===== config.mk =====
export PLATFORM = sky130hd
export DESIGN_NAME = tadc_top
export DESIGN_NICKNAME = d
export VERILOG_FILES = /design/src/tadc_pkg.sv /design/src/tadc_serial_if.sv /design/src/tadc_top.sv
export VERILOG_INCLUDE_DIRS = /design/src
export SDC_FILE = /design/constraint.sdc
export NUM_CORES = 1
export LEC_CHECK = 0
export ABC_AREA = 1
export CAP_MARGIN = 20
export CORE_MARGIN = 3
export CORE_UTILIZATION = 40
export CTS_CLUSTER_DIAMETER = 80
export DETAILED_ROUTE_END_ITERATION = 10
export DONT_BUFFER_PORTS = 1
export PLACE_DENSITY = 0.64
export REMOVE_ABC_BUFFERS = 1
export SYNTH_ARGS = -nofsm -noshare
export SYNTH_HDL_FRONTEND = slang
export SYNTH_SLANG_ARGS = --single-unit

===== constraint.sdc =====
create_clock -name core_clk -period 14.3 [get_ports core_clk]
set_input_delay 0.715 -clock core_clk [delete_from_list [all_inputs] [get_ports core_clk]]
set_output_delay 0.715 -clock core_clk [all_outputs]
set_load 0.05 [all_outputs]

===== src/tadc_params.svh =====
// constants of the touch acquisition controller: frame layout, register
// addresses, fields, reset values and timing counts. assumes a 100 MHz core clock.
//
// Contract
// [RULE1] mux codes: plates 0-2, aux 3-5, battery 6-7
// [RULE2] aux pins may act as logic pins
// [RULE3] pen touch output active low, pulled up
// [RULE4] select low starts conversion, enables shifter
// [RULE5] serial input sampled on clock rising edge
// [RULE6] no sampling while acquisition halt active
// [RULE7] one dedicated two-way logic pin
// [RULE8] alert low on logic bit or limit fault
// [RULE9] ready low after new result stored
// [RULE10] ready output floats while select high
// [RULE11] output shifts on falling edge, floats deselected
// [RULE12] host alone supplies the serial clock
// [RULE13] every result is twelve bits
// [RULE14] eleven result registers, one per quantity
// [RULE15] aux one and batteries checked against limits
// [RULE16] result averages one to sixteen conversions
// [RULE17] automatic sequencer or host-chosen channel
// [RULE18] programmable power-up delay and acquisition time
// [RULE19] internal timer restarts conversions periodically
// [RULE20] serial bus is the only configuration path
// [RULE21] frame: write bit, five address, twelve data
`ifndef TADC_PARAMS_SVH
`define TADC_PARAMS_SVH
`define TADC_FRAME_BITS 18
`define TADC_HDR_BITS 6
`define TADC_DATA_W 12
`define TADC_ADDR_W 5
`define TADC_A_CTRL 5'h00
`define TADC_A_TIMING 5'h01
`define TADC_A_TIMER 5'h02
`define TADC_A_GPIO 5'h03
`define TADC_A_LIM 5'h04
`define TADC_A_ALERT 5'h0c
`define TADC_A_RES 5'h10
`define TADC_NUM_RES 11
`define TADC_NUM_LIM 4
`define TADC_AUTO_BIT 0
`define TADC_CHAN_LSB 1
`define TADC_AVG_LSB 5
`define TADC_TMR_BIT 8
`define TADC_AVG_MAX 3'h4
`define TADC_CH_XP 4'h0
`define TADC_CH_YP 4'h1
`define TADC_CH_YN 4'h2
`define TADC_CH_AUX1 4'h3
`define TADC_CH_AUX2 4'h4
`define TADC_CH_AUX3 4'h5
`define TADC_CH_BATTERY_IN_ONE 4'h6
`define TADC_CH_BATTERY_IN_TWO 4'h7
`define TADC_CH_TEMPERATURE_ONE 4'h8
`define TADC_CH_TEMP0 4'h9
`define TADC_CH_Z1 4'ha
`define TADC_CH_LAST 4'ha
`define TADC_CTRL_RST 12'h000
`define TADC_TIMING_RST 12'h041
`define TADC_TIMER_RST 12'h064
`define TADC_GPIO_RST 12'h000
`define TADC_LIM_HI_RST 12'hfff
`define TADC_LIM_LO_RST 12'h000
`define TADC_CLK_NS 10
`define TADC_TICK_NS 1000
`define TADC_TICK_CYC (`TADC_TICK_NS / `TADC_CLK_NS)
`endif


===== src/tadc_pkg.sv =====
// types shared by the touch acquisition controller modules.
// assumes tadc_params.svh for the numeric constants.
package tadc_pkg;
  typedef enum logic [4:0] {
    ST_IDLE = 5'b00001,
    ST_PWRUP = 5'b00010,
    ST_ACQ = 5'b00100,
    ST_CONV = 5'b01000,
    ST_STORE = 5'b10000
  } tadc_state_type;
endpackage : tadc_pkg


===== src/tadc_serial_if.sv =====
// serial slave of the touch acquisition controller.
// assumes select, clock and data come from pins asynchronous to core_clk.
`timescale 1ns/1ps
`include "tadc_params.svh"
module tadc_serial_if (
  // clock and reset
  input wire logic core_clk,
  input wire logic rst,
  // pins
  input wire logic cs_n_pin,
  input wire logic sclk_pin,
  input wire logic sdi_pin,
  output logic sdo,
  output logic sdo_oe,
  // core side
  output logic cs_active,
  output logic frame_start,
  output logic wr_pulse,
  output logic rd_pulse,
  output logic [4:0] addr,
  output logic [11:0] wdata,
  input wire logic [11:0] rdata
);
  import tadc_pkg::*;

  logic cs_s1, cs_s2, cs_d, ck_s1, ck_s2, ck_d, di_s1, di_s2;
  logic rise, fall, is_write, load_q;
  logic [4:0] cnt;
  logic [16:0] sh_in;
  logic [11:0] sh_out;

  ////////////////////////////////////////////////////////////////////////
  // the serial clock is only sampled; nothing here runs on it
  always_ff @(posedge core_clk or posedge rst) begin // [RULE12]
    if (rst) begin
      {cs_s1, cs_s2, cs_d} <= 3'h7;
      {ck_s1, ck_s2, ck_d} <= 3'h0;
      {di_s1, di_s2} <= 2'h0;
    end else begin
      cs_s1 <= cs_n_pin;
      cs_s2 <= cs_s1;
      cs_d <= cs_s2;
      ck_s1 <= sclk_pin;
      ck_s2 <= ck_s1;
      ck_d <= ck_s2;
      di_s1 <= sdi_pin;
      di_s2 <= di_s1;
    end
  end
  assign rise = ck_s2 & ~ck_d & ~cs_s2;
  assign fall = ~ck_s2 & ck_d & ~cs_s2;

  always_ff @(posedge core_clk or posedge rst) begin
    if (rst) begin
      cs_active <= 1'b0;
      frame_start <= 1'b0;
    end else begin
      cs_active <= ~cs_s2;
      frame_start <= cs_d & ~cs_s2; // [RULE4]
    end
  end

  ////////////////////////////////////////////////////////////////////////
  // input shifter; bits past the frame length are ignored
  always_ff @(posedge core_clk or posedge rst) begin
    if (rst) begin
      cnt <= 5'h00;
      sh_in <= 17'h00000;
      is_write <= 1'b0;
      addr <= 5'h00;
      wdata <= 12'h000;
      wr_pulse <= 1'b0;
      load_q <= 1'b0;
    end else begin
      wr_pulse <= 1'b0;
      load_q <= 1'b0;
      if (cs_s2) begin
        cnt <= 5'h00;
      end else if (rise && cnt < 5'(`TADC_FRAME_BITS)) begin // [RULE5]
        sh_in <= {sh_in[15:0], di_s2};
        cnt <= cnt + 5'h01;
        if (cnt == 5'(`TADC_HDR_BITS - 1)) begin // [RULE21]
          is_write <= sh_in[4];
          addr <= {sh_in[3:0], di_s2};
          load_q <= 1'b1;
        end
        if (cnt == 5'(`TADC_FRAME_BITS - 1) && is_write) begin
          wdata <= {sh_in[10:0], di_s2};
          wr_pulse <= 1'b1;
        end
      end
    end
  end

  ////////////////////////////////////////////////////////////////////////
  // output shifter, loaded one cycle after the header so addr is settled
  always_ff @(posedge core_clk or posedge rst) begin
    if (rst) begin
      sh_out <= 12'h000;
      sdo <= 1'b0;
      sdo_oe <= 1'b0;
      rd_pulse <= 1'b0;
    end else begin
      rd_pulse <= load_q & ~is_write;
      sdo_oe <= ~cs_s2; // [RULE11]
      if (cs_s2) begin
        sdo <= 1'b0;
      end else if (load_q) begin
        sh_out <= is_write ? 12'h000 : rdata;
      end else if (fall) begin // [RULE11]
        sdo <= sh_out[11];
        sh_out <= {sh_out[10:0], 1'b0};
      end
    end
  end

  chk_sdo_float: assert property (@(posedge core_clk) disable iff (rst) // [RULE11]
    cs_s2 |-> ##1 !sdo_oe) else $error("serial output driven while deselected");
  chk_write_len: assert property (@(posedge core_clk) disable iff (rst) // [RULE5]
    wr_pulse |-> cnt == 5'(`TADC_FRAME_BITS)) else $error("write before full frame");
endmodule : tadc_serial_if


===== src/tadc_top.sv =====
// conversion control and pin logic of the touch acquisition controller.
// assumes a converter macro on core_clk and pins asynchronous to it.
`timescale 1ns/1ps
`include "tadc_params.svh"
module tadc_top (
  // clock and reset
  input wire logic core_clk,
  input wire logic rst,
  // serial pins
  input wire logic cs_n,
  input wire logic serial_clk,
  input wire logic sdi,
  output logic sdo,
  output logic sdo_oe,
  // status pins
  input wire logic pen_touch_in,
  output logic pen_touch_irq_n,
  output logic pen_touch_irq_oe,
  input wire logic acq_halt_in,
  output logic result_ready_n,
  output logic result_ready_oe,
  output logic alert_n,
  // logic pins: bits 0..2 aux_in_one..three, bit 3 dedicated_logic_pin
  input wire logic [3:0] logic_pin_in,
  output logic [3:0] logic_pin_out,
  output logic [3:0] logic_pin_oe,
  // converter macro
  output logic [3:0] adc_mux_sel,
  output logic adc_sample,
  output logic adc_start,
  input wire logic adc_done,
  input wire logic [11:0] adc_data
);
  import tadc_pkg::*;

  logic cs_active, frame_start, wr_pulse, rd_pulse;
  logic [4:0] addr;
  logic [11:0] wdata, rdata;
  logic [11:0] ctrl_reg, timing_reg, timer_reg, gpio_reg;
  logic [11:0] lim_hi [`TADC_NUM_LIM];
  logic [11:0] lim_lo [`TADC_NUM_LIM];
  logic [11:0] results [`TADC_NUM_RES];
  logic [3:0] lim_chan [`TADC_NUM_LIM];
  logic [3:0] oor;
  logic [3:0] pin_s1, pin_s2, gpio_data;
  logic halt_s1, halt_s2, pen_s1, pen_s2;
  logic [6:0] tick_cnt;
  logic tick;
  logic [11:0] interval_cnt;
  logic timer_fire, pend, ready_flag;
  tadc_state_type st;
  logic [3:0] code;
  logic [5:0] wait_cnt;
  logic [4:0] conv_cnt;
  logic [15:0] acc;
  logic [2:0] avg_l, avg_q;
  logic [4:0] avg_n;
  logic [5:0] pwr_delay, acq_time;

  // the host reaches every register through this slave only
  tadc_serial_if u_serial ( // [RULE20]
    .core_clk(core_clk),
    .rst(rst),
    .cs_n_pin(cs_n),
    .sclk_pin(serial_clk),
    .sdi_pin(sdi),
    .sdo(sdo),
    .sdo_oe(sdo_oe),
    .cs_active(cs_active),
    .frame_start(frame_start),
    .wr_pulse(wr_pulse),
    .rd_pulse(rd_pulse),
    .addr(addr),
    .wdata(wdata),
    .rdata(rdata)
  );

  ////////////////////////////////////////////////////////////////////////
  // register writes
  always_ff @(posedge core_clk or posedge rst) begin
    if (rst) begin
      ctrl_reg <= `TADC_CTRL_RST;
      timing_reg <= `TADC_TIMING_RST;
      timer_reg <= `TADC_TIMER_RST;
      gpio_reg <= `TADC_GPIO_RST;
      for (int i = 0; i < `TADC_NUM_LIM; i++) begin
        lim_hi[i] <= `TADC_LIM_HI_RST;
        lim_lo[i] <= `TADC_LIM_LO_RST;
      end
    end else if (wr_pulse) begin
      case (addr)
        `TADC_A_CTRL: ctrl_reg <= wdata;
        `TADC_A_TIMING: timing_reg <= wdata;
        `TADC_A_TIMER: timer_reg <= wdata;
        `TADC_A_GPIO: gpio_reg <= wdata;
        default: begin
          for (int i = 0; i < `TADC_NUM_LIM; i++) begin
            if (addr == 5'(`TADC_A_LIM + 2 * i)) lim_hi[i] <= wdata;
            if (addr == 5'(`TADC_A_LIM + 2 * i + 1)) lim_lo[i] <= wdata;
          end
        end
      endcase
    end
  end

  // register reads; unmapped addresses read zero
  always_comb begin
    rdata = 12'h000;
    case (addr)
      `TADC_A_CTRL: rdata = ctrl_reg;
      `TADC_A_TIMING: rdata = timing_reg;
      `TADC_A_TIMER: rdata = timer_reg;
      `TADC_A_GPIO: rdata = {gpio_data, gpio_reg[7:0]};
      `TADC_A_ALERT: rdata = {8'h00, oor};
      default: begin
        for (int i = 0; i < `TADC_NUM_LIM; i++) begin
          if (addr == 5'(`TADC_A_LIM + 2 * i)) rdata = lim_hi[i];
          if (addr == 5'(`TADC_A_LIM + 2 * i + 1)) rdata = lim_lo[i];
        end
        for (int i = 0; i < `TADC_NUM_RES; i++) begin
          if (addr == 5'(`TADC_A_RES + i)) rdata = results[i]; // [RULE14]
        end
      end
    endcase
  end

  ////////////////////////////////////////////////////////////////////////
  // pin synchronisers
  always_ff @(posedge core_clk or posedge rst) begin
    if (rst) begin
      {halt_s1, halt_s2, pen_s1, pen_s2} <= 4'h0;
    end else begin
      halt_s1 <= acq_halt_in;
      halt_s2 <= halt_s1;
      pen_s1 <= pen_touch_in;
      pen_s2 <= pen_s1;
    end
  end

  // open-drain style: drive low on touch, the pull-up holds it high otherwise
  always_ff @(posedge core_clk or posedge rst) begin
    if (rst) begin
      pen_touch_irq_n <= 1'b1;
      pen_touch_irq_oe <= 1'b0;
    end else begin
      pen_touch_irq_n <= ~pen_s2; // [RULE3]
      pen_touch_irq_oe <= pen_s2; // [RULE3]
    end
  end

  ////////////////////////////////////////////////////////////////////////
  // logic pins: gpio_reg[3:0] logic mode, [7:4] drive, [11:8] data out
  for (genvar g = 0; g < 4; g++) begin : g_pin
    // the dedicated pin is always in logic mode
    logic mode;
    assign mode = (g == 3) ? 1'b1 : gpio_reg[g]; // [RULE2] [RULE7]
    always_ff @(posedge core_clk or posedge rst) begin
      if (rst) begin
        pin_s1[g] <= 1'b0;
        pin_s2[g] <= 1'b0;
        logic_pin_out[g] <= 1'b0;
        logic_pin_oe[g] <= 1'b0;
      end else begin
        pin_s1[g] <= logic_pin_in[g];
        pin_s2[g] <= pin_s1[g];
        logic_pin_out[g] <= gpio_reg[8 + g];
        logic_pin_oe[g] <= mode & gpio_reg[4 + g];
      end
    end
    assign gpio_data[g] = mode & (gpio_reg[4 + g] ? gpio_reg[8 + g] : pin_s2[g]);
  end

  ////////////////////////////////////////////////////////////////////////
  // limit checks on aux one, temperature one and both batteries
  assign lim_chan[0] = `TADC_CH_AUX1;
  assign lim_chan[1] = `TADC_CH_TEMPERATURE_ONE;
  assign lim_chan[2] = `TADC_CH_BATTERY_IN_ONE;
  assign lim_chan[3] = `TADC_CH_BATTERY_IN_TWO;
  for (genvar g = 0; g < `TADC_NUM_LIM; g++) begin : g_lim
    assign oor[g] = (results[lim_chan[g]] > lim_hi[g]) // [RULE15]
      || (results[lim_chan[g]] < lim_lo[g]);
  end

  always_ff @(posedge core_clk or posedge rst) begin
    if (rst) begin
      alert_n <= 1'b1;
    end else begin
      alert_n <= ~((|oor) | (|gpio_data)); // [RULE8]
    end
  end

  ////////////////////////////////////////////////////////////////////////
  // one microsecond tick and the repeat timer
  always_ff @(posedge core_clk or posedge rst) begin
    if (rst) begin
      tick_cnt <= 7'h00;
      tick <= 1'b0;
    end else begin
      tick <= (tick_cnt == 7'(`TADC_TICK_CYC - 1));
      tick_cnt <= (tick_cnt == 7'(`TADC_TICK_CYC - 1)) ? 7'h00 : tick_cnt + 7'h01;
    end
  end

  always_ff @(posedge core_clk or posedge rst) begin
    if (rst) begin
      interval_cnt <= 12'h000;
      timer_fire <= 1'b0;
    end else begin
      timer_fire <= 1'b0;
      if (!ctrl_reg[`TADC_TMR_BIT]) begin
        interval_cnt <= 12'h000;
      end else if (tick) begin
        if (interval_cnt >= timer_reg) begin
          interval_cnt <= 12'h000;
          timer_fire <= 1'b1; // [RULE19]
        end else begin
          interval_cnt <= interval_cnt + 12'h001;
        end
      end
    end
  end

  // a start request waits in pend; a new request beats the clear
  always_ff @(posedge core_clk or posedge rst) begin
    if (rst) begin
      pend <= 1'b0;
    end else if (frame_start || timer_fire) begin
      pend <= 1'b1; // [RULE4] [RULE19]
    end else if (st == ST_PWRUP) begin
      pend <= 1'b0;
    end
  end

  ////////////////////////////////////////////////////////////////////////
  // conversion sequencer
  assign avg_l = (ctrl_reg[`TADC_AVG_LSB +: 3] > `TADC_AVG_MAX) ? `TADC_AVG_MAX
    : ctrl_reg[`TADC_AVG_LSB +: 3];
  // held per sequence: a ctrl write mid-average cannot strand the count
  assign avg_n = 5'h01 << avg_q; // [RULE16]
  assign pwr_delay = timing_reg[5:0];
  assign acq_time = timing_reg[11:6];

  always_ff @(posedge core_clk or posedge rst) begin
    if (rst) begin
      st <= ST_IDLE;
      code <= 4'h0;
      wait_cnt <= 6'h00;
      conv_cnt <= 5'h00;
      acc <= 16'h0000;
      adc_start <= 1'b0;
      avg_q <= 3'h0;
    end else begin
      adc_start <= 1'b0;
      case (st)
        ST_IDLE: begin
          wait_cnt <= 6'h00;
          conv_cnt <= 5'h00;
          acc <= 16'h0000;
          if (pend) begin
            avg_q <= avg_l;
            // host mode takes the programmed channel, auto starts at the first
            code <= ctrl_reg[`TADC_AUTO_BIT] ? `TADC_CH_XP // [RULE17]
              : ctrl_reg[`TADC_CHAN_LSB +: 4];
            st <= ST_PWRUP;
          end
        end
        ST_PWRUP: begin
          if (wait_cnt >= pwr_delay) begin // [RULE18]
            wait_cnt <= 6'h00;
            st <= ST_ACQ;
          end else if (tick) begin
            wait_cnt <= wait_cnt + 6'h01;
          end
        end
        ST_ACQ: begin
          // a halt aborts the acquisition, which restarts from zero
          if (halt_s2) begin
            wait_cnt <= 6'h00; // [RULE6]
          end else if (wait_cnt >= acq_time) begin // [RULE18]
            wait_cnt <= 6'h00;
            adc_start <= 1'b1;
            st <= ST_CONV;
          end else if (tick) begin
            wait_cnt <= wait_cnt + 6'h01;
          end
        end
        ST_CONV: begin
          if (adc_done) begin
            acc <= acc + {4'h0, adc_data}; // [RULE13]
            conv_cnt <= conv_cnt + 5'h01;
            st <= (conv_cnt + 5'h01 == avg_n) ? ST_STORE : ST_ACQ; // [RULE16]
          end
        end
        ST_STORE: begin
          conv_cnt <= 5'h00;
          acc <= 16'h0000;
          if (ctrl_reg[`TADC_AUTO_BIT] && code < `TADC_CH_LAST) begin
            code <= code + 4'h1; // [RULE17]
            st <= ST_ACQ;
          end else begin
            st <= ST_IDLE;
          end
        end
        default: st <= ST_IDLE;
      endcase
    end
  end

  // results land in the register named by the channel code
  always_ff @(posedge core_clk or posedge rst) begin
    if (rst) begin
      for (int i = 0; i < `TADC_NUM_RES; i++) results[i] <= 12'h000;
    end else if (st == ST_STORE && code <= `TADC_CH_LAST) begin
      results[code] <= 12'(acc >> avg_q); // [RULE14] [RULE13]
    end
  end

  // sampling switch follows the acquisition phase, cut by the halt pin
  always_ff @(posedge core_clk or posedge rst) begin
    if (rst) begin
      adc_sample <= 1'b0;
      adc_mux_sel <= `TADC_CH_XP;
    end else begin
      adc_sample <= (st == ST_ACQ) && !halt_s2; // [RULE6]
      adc_mux_sel <= code; // [RULE1]
    end
  end

  ////////////////////////////////////////////////////////////////////////
  // new data flag: a store beats a result read that clears it
  always_ff @(posedge core_clk or posedge rst) begin
    if (rst) begin
      ready_flag <= 1'b0;
    end else if (st == ST_STORE) begin
      ready_flag <= 1'b1; // [RULE9]
    end else if (rd_pulse && addr >= `TADC_A_RES) begin
      ready_flag <= 1'b0;
    end
  end

  always_ff @(posedge core_clk or posedge rst) begin
    if (rst) begin
      result_ready_n <= 1'b1;
      result_ready_oe <= 1'b0;
    end else begin
      result_ready_n <= ~ready_flag; // [RULE9]
      result_ready_oe <= cs_active; // [RULE10]
    end
  end

  ////////////////////////////////////////////////////////////////////////
  chk_halt_sample: assert property (@(posedge core_clk) disable iff (rst) // [RULE6]
    halt_s2 |-> ##1 !adc_sample) else $error("sampling during halt");
  chk_ready_float: assert property (@(posedge core_clk) disable iff (rst) // [RULE10]
    !cs_active |-> ##1 !result_ready_oe) else $error("ready driven while deselected");
  chk_ready_store: assert property (@(posedge core_clk) disable iff (rst) // [RULE9]
    st == ST_STORE |-> ##2 !result_ready_n) else $error("ready not low after store");
  chk_alert_limit: assert property (@(posedge core_clk) disable iff (rst) // [RULE8]
    (|oor) |=> !alert_n) else $error("alert missing on limit fault");
  chk_avg_count: assert property (@(posedge core_clk) disable iff (rst) // [RULE16]
    st == ST_STORE |-> conv_cnt == avg_n) else $error("wrong conversion count");
  chk_host_chan: assert property (@(posedge core_clk) disable iff (rst) // [RULE17]
    (st == ST_IDLE && pend && !ctrl_reg[`TADC_AUTO_BIT])
    |=> code == $past(ctrl_reg[`TADC_CHAN_LSB +: 4])) else $error("host channel not used");
  chk_pen_drive: assert property (@(posedge core_clk) disable iff (rst) // [RULE3]
    pen_s2 |=> pen_touch_irq_oe && !pen_touch_irq_n) else $error("pen not driven low");
  chk_mux_range: assert property (@(posedge core_clk) disable iff (rst) // [RULE1]
    adc_start |=> adc_mux_sel <= `TADC_CH_LAST) else $error("mux code out of range");
endmodule : tadc_top


Word-level counts from Yosys, hierarchy flattened
Cells that the tools add are included.
{"block": "word_totals", "mem_bits_rw": 0, "output_inout_bits": 21, "ff_bits": 429, "n_memories": 0, "in_bits": 24, "latchBits": 0, "mem_bits_ro": 0, "wordCells": 296}
{"block": "op_classes", "n_mul": 0, "order_cmp": 18, "n_reduce_logical": 47, "bitwise_logic": 22, "shifts": 2, "n_eq_ne": 40, "n_div": 0, "add_sub_neg": 7, "n_mux": 77}
{"operator": "$mux W12", "n": 26}
{"operator": "$bwmux W132", "n": 1}
{"operator": "$eq A5 B5 Y1 const B", "n": 13}
{"operator": "$pmux W12 S5", "n": 1}
{"operator": "$demux W12 S4", "n": 1}
{"operator": "$gt A12 B12 Y1", "n": 4}
{"operator": "$lt A12 B12 Y1", "n": 4}
{"operator": "$mux W5", "n": 9}
{"operator": "$reduce_and A3 Y1", "n": 11}
{"operator": "$pmux W16 S2", "n": 1}
{"operator": "$eq A5 B3 Y1 const B", "n": 6}
{"operator": "$eq A5 B4 Y1 const B", "n": 6}
{"operator": "$pmux W5 S5", "n": 1}
{"operator": "$mux W6", "n": 4}
{"operator": "$mux W1", "n": 23}
{"operator": "$pmux W6 S3", "n": 1}
{"operator": "$reduce_and A2 Y1", "n": 9}
{"operator": "$add A16 B12 Y16", "n": 1}
{"operator": "$mux W16", "n": 1}
{"operator": "$shr A16 B3 Y12", "n": 1}
{"operator": "$eq A5 B2 Y1 const B", "n": 3}
{"operator": "$reduce_bool A2 Y1", "n": 7}
{"operator": "$add A12 B1 Y12 const B", "n": 1}
{"operator": "$and A1 B1 Y1", "n": 12}
{"operator": "34 further kinds", "n": 66}

Logic depth before layout (Yosys ltp)
Gate-level depths: netlist of the first run.
{"block": "logic_depth", "depth_word": 23, "depth_mapped": 21, "mapped_depth_nobuf": 20}

Hierarchy
Synthesis of the first run repeated with hierarchy kept, for this count alone.
{"block": "unflattened", "cells_unflattened": 2758, "area_unflattened_um2": 22683.0}
{"module": "tadc_top", "cells_each": 2487, "instances": 1, "seq_area_each_um2": 9305.2, "area_per_inst_um2": 20128.1}
{"module": "tadc_serial_if", "cells_each": 271, "instances": 1, "seq_area_each_um2": 1505.2, "area_per_inst_um2": 2555.0}

Worst setup path after synthesis of the first run
OpenSTA, ideal clock, no wires.
{"block": "synth_path", "path_type": "input-to-reg", "start": "in adc_data[0]", "end": "reg acc[10]", "path_buffers": 0, "setup_ns": 0.132, "arrival_time_ns": 2.378, "t_required_ns": 14.168, "slack_ns": 11.790, "path_stages": 14, "cell_sequence": "ha_1 > fa_1 > nand3_1 > nand3_1 > nand2_1 > nand2_1 > a21oi_1 > nor2_1 > a21oi_1 > nor2_1 > o21ai_0 > nand2_1 > nor2_1 > o22ai_1"}
{"block": "synth_between", "elab_chain_cells": 3}
{"item": "from (decl)", "line_no": "tadc_top.sv:32", "rtl": "input wire logic [11:0] adc_data"}
{"item": "$add A16 B12 Y16", "line_no": "tadc_top.sv:289", "rtl": "acc <= acc + {4'h0, adc_data};"}
{"item": "$mux W16", "line_no": "tadc_top.sv:288", "rtl": "if (adc_done) begin"}
{"item": "$pmux W16 S2", "line_no": "tadc_top.sv:254", "rtl": "case (st)"}
{"item": "to (signal assigned)", "line_no": "tadc_top.sv:289"}
{"item": "to (decl)", "line_no": "tadc_top.sv:55", "rtl": "logic [15:0] acc;"}
Every way passes these cells. The select of a mux whose other input is x is not followed.
A chain may end at the register's enable or synchronous reset.

Final worst setup path of the first run
{"block": "layout_path", "start": "reg u_serial.addr[4]", "end": "reg u_serial.sh_out[11]"}
{"block": "layout_between", "elab_chain_cells": 23, "word_cells_on_any_way": 46, "classes_between": "eq/ne: 23; mux: 22; reduce/logical: 1"}
{"item": "from (decl)", "line_no": "tadc_serial_if.sv:20", "rtl": "output logic [4:0] addr,"}
{"item": "from (signal assigned)", "line_no": "tadc_serial_if.sv:84", "rtl": "addr <= {sh_in[3:0], di_s2};"}
{"item": "$eq A5 B3 Y1", "line_no": "tadc_top.sv:117", "rtl": "if (addr == 5'(`TADC_A_LIM + 2 * i)) rdata = lim_hi[i];"}
{"item": "$mux W12", "line_no": "tadc_top.sv:117"}
{"item": "$mux W12", "line_no": "tadc_top.sv:118", "rtl": "if (addr == 5'(`TADC_A_LIM + 2 * i + 1)) rdata = lim_lo[i];"}
{"item": "$mux W12", "line_no": "tadc_top.sv:117"}
{"item": "$mux W12", "line_no": "tadc_top.sv:118"}
{"item": "$mux W12", "line_no": "tadc_top.sv:117"}
{"item": "$mux W12", "line_no": "tadc_top.sv:118"}
{"item": "$mux W12", "line_no": "tadc_top.sv:117"}
{"item": "$mux W12", "line_no": "tadc_top.sv:118"}
{"item": "$mux W12 (11 in series)", "line_no": "tadc_top.sv:121", "rtl": "if (addr == 5'(`TADC_A_RES + i)) rdata = results[i];"}
{"item": "$pmux W12 S5 (*)", "line_no": "tadc_top.sv:109", "rtl": "case (addr)"}
{"item": "$mux W12 (*)", "line_no": "tadc_serial_if.sv:109", "rtl": "sh_out <= is_write ? 12'h000 : rdata;"}
{"item": "$mux W12 (*)", "line_no": "tadc_serial_if.sv:108", "rtl": "end else if (load_q) begin"}
{"item": "to (signal assigned)", "line_no": "tadc_serial_if.sv:109"}
{"item": "to (signal assigned)", "line_no": "tadc_serial_if.sv:112", "rtl": "sh_out <= {sh_out[10:0], 1'b0};"}
{"item": "to (decl)", "line_no": "tadc_serial_if.sv:30", "rtl": "logic [11:0] sh_out;"}
Mark *: on every way between the ends. The rest lies on a longest branch, timed or not.

==> metrics.md, run 1 <==
| Metric | Value |
|---|---|
| Sw power | about 0.94 mW |
| Clock transition at path regs | about 0.060 ns |
| Final Cycle Share | around a quarter |
| Placer Congestion | 0.989 |
| Area Growth Syn to Fin | 10.5% |
| Adder-Cell Fraction of Synth Area | around 7.7% |
| Clk pwr share | between 40% and 50% |
| Post-CTS sizing | 0 |
| Post-Synth XOR/XNOR Area | less than 1% |
| Relative slew margins | between 10% and 20% |
| Crit path DAT | between 3 and 4 ns |
| Worst Path Class, Setup | reg2reg |
| Worst r2r dst | u_serial.sh_out[11] |
| Vias in the first global route | around 18000 |
| Die Span Y | around 240 µm |
| Commonest non-fill, non-tap cell in the layout | nand2_1 |
| Largest family of logic cells by synthesized area | simple AND/OR/NAND/NOR gates |
| P_leak | between 10 and 15 nW |
| Via count | roughly 19000 |
| Power density over the cells | between 100 and 150 nW/µm² |
| Die width | between 200 and 250 µm |
| Core area | between 50000 and 60000 µm² |
| Power Internal | 2.22 mW |
| Biggest register | results |
| RSZ-0062 raised after global routing | no |
| Crit Reg-Reg Startpoint | u_serial.addr[4] |
| Post-synth ARST share | 100% |
| Number of synthesized flops with an enable pin | 0 |
| Sequential area share after synthesis | between 40% and 50% |
| H-Tree Depth | 2 |
| CP max-delay cell | nor2_1 |
| Congestion Overflow GR | 0 |
| Sink Count | roughly 430 |
| Worst hold margin | around 0.12 ns |
| Synthesized flop and latch total | around 430 |
| R2R depth | 14 |
| Initial antenna violation count | 1 |
| Total CTS buffers | between 40 and 50 |
| Max reg flops | 132 |
| Final Skew | approximately 0.024 ns |
| Yosys warnings | 0 |
| Max clock buf depth | 3 |
| Initial Utilization | roughly two fifths |
| Critical hold path startpoint | cs_n |
| Crit-path cells | inv_2 > nor2_1 > inv_1 > or2_2 > nand2_1 > nand3_1 > nand2_1 > nand2_1 > nand2_1 > nand3_1 > nand2_1 > nand2_1 > nand2_1 > a21oi_1 |
| Most common cell on crit path | nand2_1 |
| GRT Overall Usage | about a quarter |
| Setup tns final | 0 ns |
| Syn Inst Count | approximately 2800 |
| Peak VDD IR | 0.107 mV |
| Hold Fails Final Rpt | 0 |
| Post-synth top flop | dfrtp_1 |
| Required time of the critical path | around 15 ns |
| Flop pwr share | roughly two fifths |
| First-pass GRT wire length | about 110 mm |
| Mapped cell area | about 23000 µm² |
| Startpoint types | register |
| Cell area after layout | approximately 25000 µm² |
| Vias per cell | between 5 and 6 |
| Placed inst area | 23200 µm² |
| Reg2reg setup slack | ~11 ns |
| Final ANT Viol Nets | 0 |
| Mux share of post-synthesis cell area | less than 1% |
| Least-Margin Pin Slew | 1.21 ns |
| Post-DP HPWL | 51.7 mm |
| Post-Synth Simple-Gate Area | approximately a fifth |
| Pwr Total | approximately 3.2 mW |
| Clock root buffer master | clkbuf_16 |
| Drt total wl | 70.0 mm |
| Part of the power in combinational logic | between 10% and 20% |
| DRC errors left | 0 |
| Sw Share | slightly below 30% |
| Max Slew Vio Count | 0 |
| Port Buffer Count | 0 |
| Setup crit end kind | register |
| Synth Area in Compound Gates | about 16% |
| Critical path's largest stage delay | 0.83 ns |
| Layout cell share with drive strength beyond 1 | about 7.5% |
| Drt initial violations | 1682 |
| Top Registers | results: 132 flops, lim_hi: 48 flops, lim_lo: 48 flops |
| Setup-failing EPs final | 0 |
| Commonest cells after routing, fill and taps aside | nand2_1, o21ai_0, dfrtp_1 |
| Status | finished, final reports clean |
| Min Tclk post-route | 3.36 ns |
| MaxCap Viol Count | 0 |
| Largest net degree at the start of global routing | 78 |
| Die ar. | 59500 µm² |
| Syn Area/Cell | a little over 8 µm² |
| Peak Freq | roughly 300 MHz |
| Wire length per cell | 19.9 µm |
| TritonRoute pass-1 iters | 8 |
| Ant. Diodes | 0 |
| I/O pin cnt | 45 |
| CTS tree | built |
| Nets | between 2000 and 3000 |
| Hold Crit Class | in2reg |
| Crit path max fanout | 17 |
| Rows | between 80 and 90 |
| Hold Path End | u_serial.cs_s1 |
| Worst Hold Path Cells | 0 |
| Worst skew pair latency | 0.62 ns |
| Synth cell types | 57 |
## layout make-up
class	instances	area (µm²)
Clock buffer	70	1420
Clock inverter	19	317
Fill cell	5486	30500
Inverter	373	1410
Multi-Input combinational cell	1859	9980
Sequential cell	429	10800
Tap cell	748	936
Timing Repair Buffer	15	125
## power groups by stage
stage / clock network (mW) / registers [mW] / logic (mW)
2_1_floorplan: 0 / 1.33 / 0.303
3_3_place_gp: 0 / 1.34 / 0.456
3_5_place_dp: 0 / 1.35 / 0.467
4_1_cts: 1.38 / 1.33 / 0.470
5_1_grt: 1.44 / 1.33 / 0.528
6_report: 1.36 / 1.33 / 0.475
## routing by layer
metal / global-route usage [%] / routed length [µm]
met5: 0 / 0
met4: 10.1 / 3060
met3: 3.06 / 4400
met2: 37.7 / 32200
met1: 32.3 / 30400
## worst max-delay path: cells and delay by family, from the launching register on
family	cells	cell delay (ns)
AOI/OAI and AO/OA	1	0.06
and+or+nand+nor	11	1.83
DFF	1	0.82
buffers and inverters	2	0.50
## worst max path at each step
stage / startpoint / to / slack, ns / depth (start not counted)
2_1_floorplan: rst / acc[0] / 1.74 / 1
3_3_place_gp: u_serial.addr[4] / u_serial.sh_out[11] / 11.08 / 14
3_5_place_dp: u_serial.addr[4] / u_serial.sh_out[11] / 11.04 / 14
4_1_cts: u_serial.addr[4] / u_serial.sh_out[11] / 11.02 / 14
5_1_grt: u_serial.addr[4] / u_serial.sh_out[11] / 10.72 / 14
6_report: u_serial.addr[4] / u_serial.sh_out[11] / 10.94 / 14
## kinds of logic after synthesis
logic type | count (synthesis)
XOR/XNOR | 22
flip-flops | 429
AND/OR/NAND/NOR | 1051
AO/OA/AOI/OAI | 640
adder cells (fa/ha/maj) | 139
multiplexers | 7
buffers and inverters | 473
## metrics by stage
step | util (%) | worst slack (ns) | cells
after floorplan | - | 1.74 | 2661
after global placement | 41.8 | 11.08 | 3420
after detailed placement | 41.8 | 11.04 | 3421
after CTS | 45.0 | 11.02 | 3511
after global routing | 45.0 | 10.72 | 3513
final | 45.0 | 10.94 | 3513
## synth_stat cells (7+ instances only)
cell | instances | share of area [%]
o21ai_0 | 378 | 8.4
nand4_1 | 46 | 1.3
nand2_1 | 722 | 12
nor2_2 | 7 | 0.19
buf_4 | 8 | 0.27
o32ai_1 | 8 | 0.31
nor3_4 | 7 | 0.50
o22ai_1 | 24 | 0.66
dfrtp_1 | 369 | 41
mux2i_1 | 7 | 0.31
or2_2 | 15 | 0.41
clkbuf_1 | 71 | 1.2
o21a_1 | 45 | 1.5
nor2_1 | 127 | 2.1
nor4_1 | 9 | 0.25
a211oi_1 | 10 | 0.33
a31oi_1 | 12 | 0.33
inv_1 | 358 | 5.9
inv_2 | 12 | 0.20
buf_2 | 17 | 0.38
nor3_1 | 18 | 0.40
xor2_1 | 18 | 0.70
dfstp_2 | 60 | 7.0
a21oi_1 | 119 | 2.6
ha_1 | 138 | 7.6
nand3_1 | 86 | 1.9
## repair_timing
item / CTS / global route
hold buffers: 1 / 0
setup endpoints to repair: 0 / 0
setup buffers: 0 / 0
endpoints found under the hold margin: 2 / 0
Note: power is estimated with default switching activity, not from simulation.
==> run 2, diff against run 1 <==
- clock period: 14.3 -> 3.35 ns (I/O delays scaled with it)
==> metrics.md, run 2 (synthesized netlist as in run 1, its figures left out) <==
| Metric | Value |
|---|---|
| Drt total wl | 69.2 mm |
| Clock root buffer master | clkbuf_16 |
| Least-Margin Pin Slew | 1.00 ns |
| MaxCap Viol Count | 0 |
| Min Tclk post-route | approximately 3.0 ns |
| Post-DP HPWL | approximately 51 mm |
| Port Buffer Count | 0 |
| Sink Count | about 430 |
| R2R depth | 11 |
| Final ANT Viol Nets | 0 |
| Die Span Y | around 240 µm |
| Crit path max-delay family | simple AND/OR/NAND/NOR gates |
| P_leak | 11.1 nW |
| First-pass GRT wire length | 109 mm |
| Ant. Diodes | 0 |
| Layout cell share with drive strength beyond 1 | under 10% |
| Total CTS buffers | 48 |
| Commonest cells after routing, fill and taps aside | nand2_1, o21ai_0, dfrtp_1 |
| GRT Overall Usage | a little under a quarter |
| Die width | 244 µm |
| Required time of the critical path | ~3.9 ns |
| Final Cycle Share | 89.1% |
| Worst r2r dst | results[48] |
| Largest net degree at the start of global routing | 117 |
| Crit path max fanout | 21 |
| Post-CTS Setup Bufs | 0 |
| Max reg flops | between 100 and 150 |
| TritonRoute pass-1 iters | 6 |
| Initial antenna violation count | 0 |
| Fillers | 5493 |
| Post-CTS sizing | 0 |
| RSZ-0062 raised after global routing | no |
| Hold Fails Final Rpt | 0 |
| Area Growth Syn to Fin | 12.3% |
| Peak Freq | 335 MHz |
| Fin util | roughly 46% |
| Vias per cell | between 5 and 6 |
| Critical hold path startpoint | adc_data[9] |
| Reg2reg setup slack | 0.37 ns |
| Placer Congestion | 0.953 |
| Commonest non-fill, non-tap cell in the layout | nand2_1 |
| Number of buffer and inverter stages on the critical path | 4 |
| Setup crit end kind | register |
| Via count | ~19000 |
| Rows | 86 |
| Nets | ~3000 |
| Core area | ~56000 µm² |
| Crit Reg-Reg Startpoint | st[3] |
| Max clock buf depth | 3 |
| H-Tree Depth | 2 |
| Vias in the first global route | 18866 |
| Most common cell on crit path | inv_2 |
| Biggest register | results |
| DRC errors left | 0 |
| Post-place setup slack | approximately 0.29 ns |
| Status | finished, final reports clean |
| Max Slew Vio Count | 0 |
| Worst hold margin | about 0.034 ns |
| Initial Utilization | 40.7% |
| Power density over the cells | between 500 and 600 nW/µm² |
| Startpoint types | register |
| Die ar. | roughly 59000 µm² |
| Drt initial violations | ~2000 |
| I/O pin cnt | 45 |
| Crit-path cells | nor2_1 > inv_2 > nor3_4 > inv_2 > nor3_4 > inv_2 > o21ai_2 > inv_2 > nor3_4 > nand2_1 > o21ai_0 |
| Clock transition at path regs | roughly 0.060 ns |
| Crit path DAT | 3.49 ns |
| Worst Hold Path Cells | 3 |
| CTS tree | built |
| Congestion Overflow GR | 0 |
| Worst skew pair latency | about 0.60 ns |
| Setup-failing EPs final | 0 |
| Relative slew margins | about a third |
| Wire length per cell | roughly 19 µm |
| Worst Path Class, Setup | reg2reg |
| PnR worst setup slack | 0.366 ns |
| Top Registers | results: 132 flops, lim_hi: 48 flops, lim_lo: 48 flops |
| Hold Crit Class | in2reg |
| CP max-delay cell | nor3_4 |
| Hold Path End | acc[9] |
| Final Skew | roughly 0.018 ns |
| Critical path's largest stage delay | just over 0.6 ns |
| Peak VDD IR | 0.390 mV |
-- run 2: cell types whose count changed in the layout (fill, tap and decap cells not counted) --
cell           change
buf_12             +5
clkbuf_8           +2
clkinv_2           -3
bufinv_16          -4
clkinv_16          +1
dlygate4sd3_1     +18
inv_16             -1
buf_4             +27
clkinv_8           +1
nor3_2             +1
buf_6              -1
inv_6              -1
clkbuf_1           +5
-- run 2: layer usage --
metal  vias up  track usage, %  wire length [µm]
met3       150            2.92              4290
met4         0            10.2              3100
met2       660            37.8             32000
met1      9352            31.4             29800
met5         -               0                 0
li1       9071               -                 -
-- run 2: worst reg2reg max path: stages (launching register included) --
cell and delay [ns]:
dfrtp_1 0.39, nor2_1 0.16, inv_2 0.07, nor3_4 0.26, inv_2 0.17, nor3_4 0.22
inv_2 0.20, o21ai_2 0.18, inv_2 0.21, nor3_4 0.61, nand2_1 0.29, o21ai_0 0.14
-- run 2: worst max-delay path by stage --
stage | from | end | slack, ns | depth (start not counted)
2_1_floorplan | rst | acc[0] | -8.66 | 1
3_3_place_gp | st[3] | results[48] | 0.36 | 11
3_5_place_dp | st[3] | results[48] | 0.29 | 11
4_1_cts | st[3] | results[48] | 0.25 | 11
5_1_grt | st[3] | results[18] | 0.06 | 11
6_report | st[3] | results[48] | 0.37 | 11
-- run 2: stage by stage --
step / area (µm²) / TNS (ns) / std cells / power, mW
finish: 25400 / 0 / 3563 / 13.3
global route: 25400 / 0 / 3563 / 13.8
detailed placement: 23500 / 0 / 3453 / 7.77
floorplan: 22200 / -3511.37 / 2661 / 6.98
CTS: 25400 / 0 / 3562 / 13.3
global placement: 23500 / 0 / 3453 / 7.73
-- run 2: where the power goes --
| part | switching, mW | internal [mW] |
|---|---|---|
| Clock | 2.19 | 3.33 |
| Combinational | 1.49 | 0.584 |
| Sequential | 0.258 | 5.41 |
| Total | 3.94 | 9.32 |
-- run 2: cell type report --
cell class | count | area, µm² | area share [%]
sequential | 429 | 10800 | 42.6
multi-input combinational | 1860 | 9990 | 39.3
clock buffer | 78 | 1480 | 5.81
inverter | 373 | 1410 | 5.54
tap | 748 | 936 | 3.68
timing repair buffer | 63 | 583 | 2.30
clock inverter | 12 | 199 | 0.783
-- run 2: what timing repair did --
action,CTS,global route
hold endpoints to repair,101,0
hold buffers,19,0
setup endpoints to repair,0,1
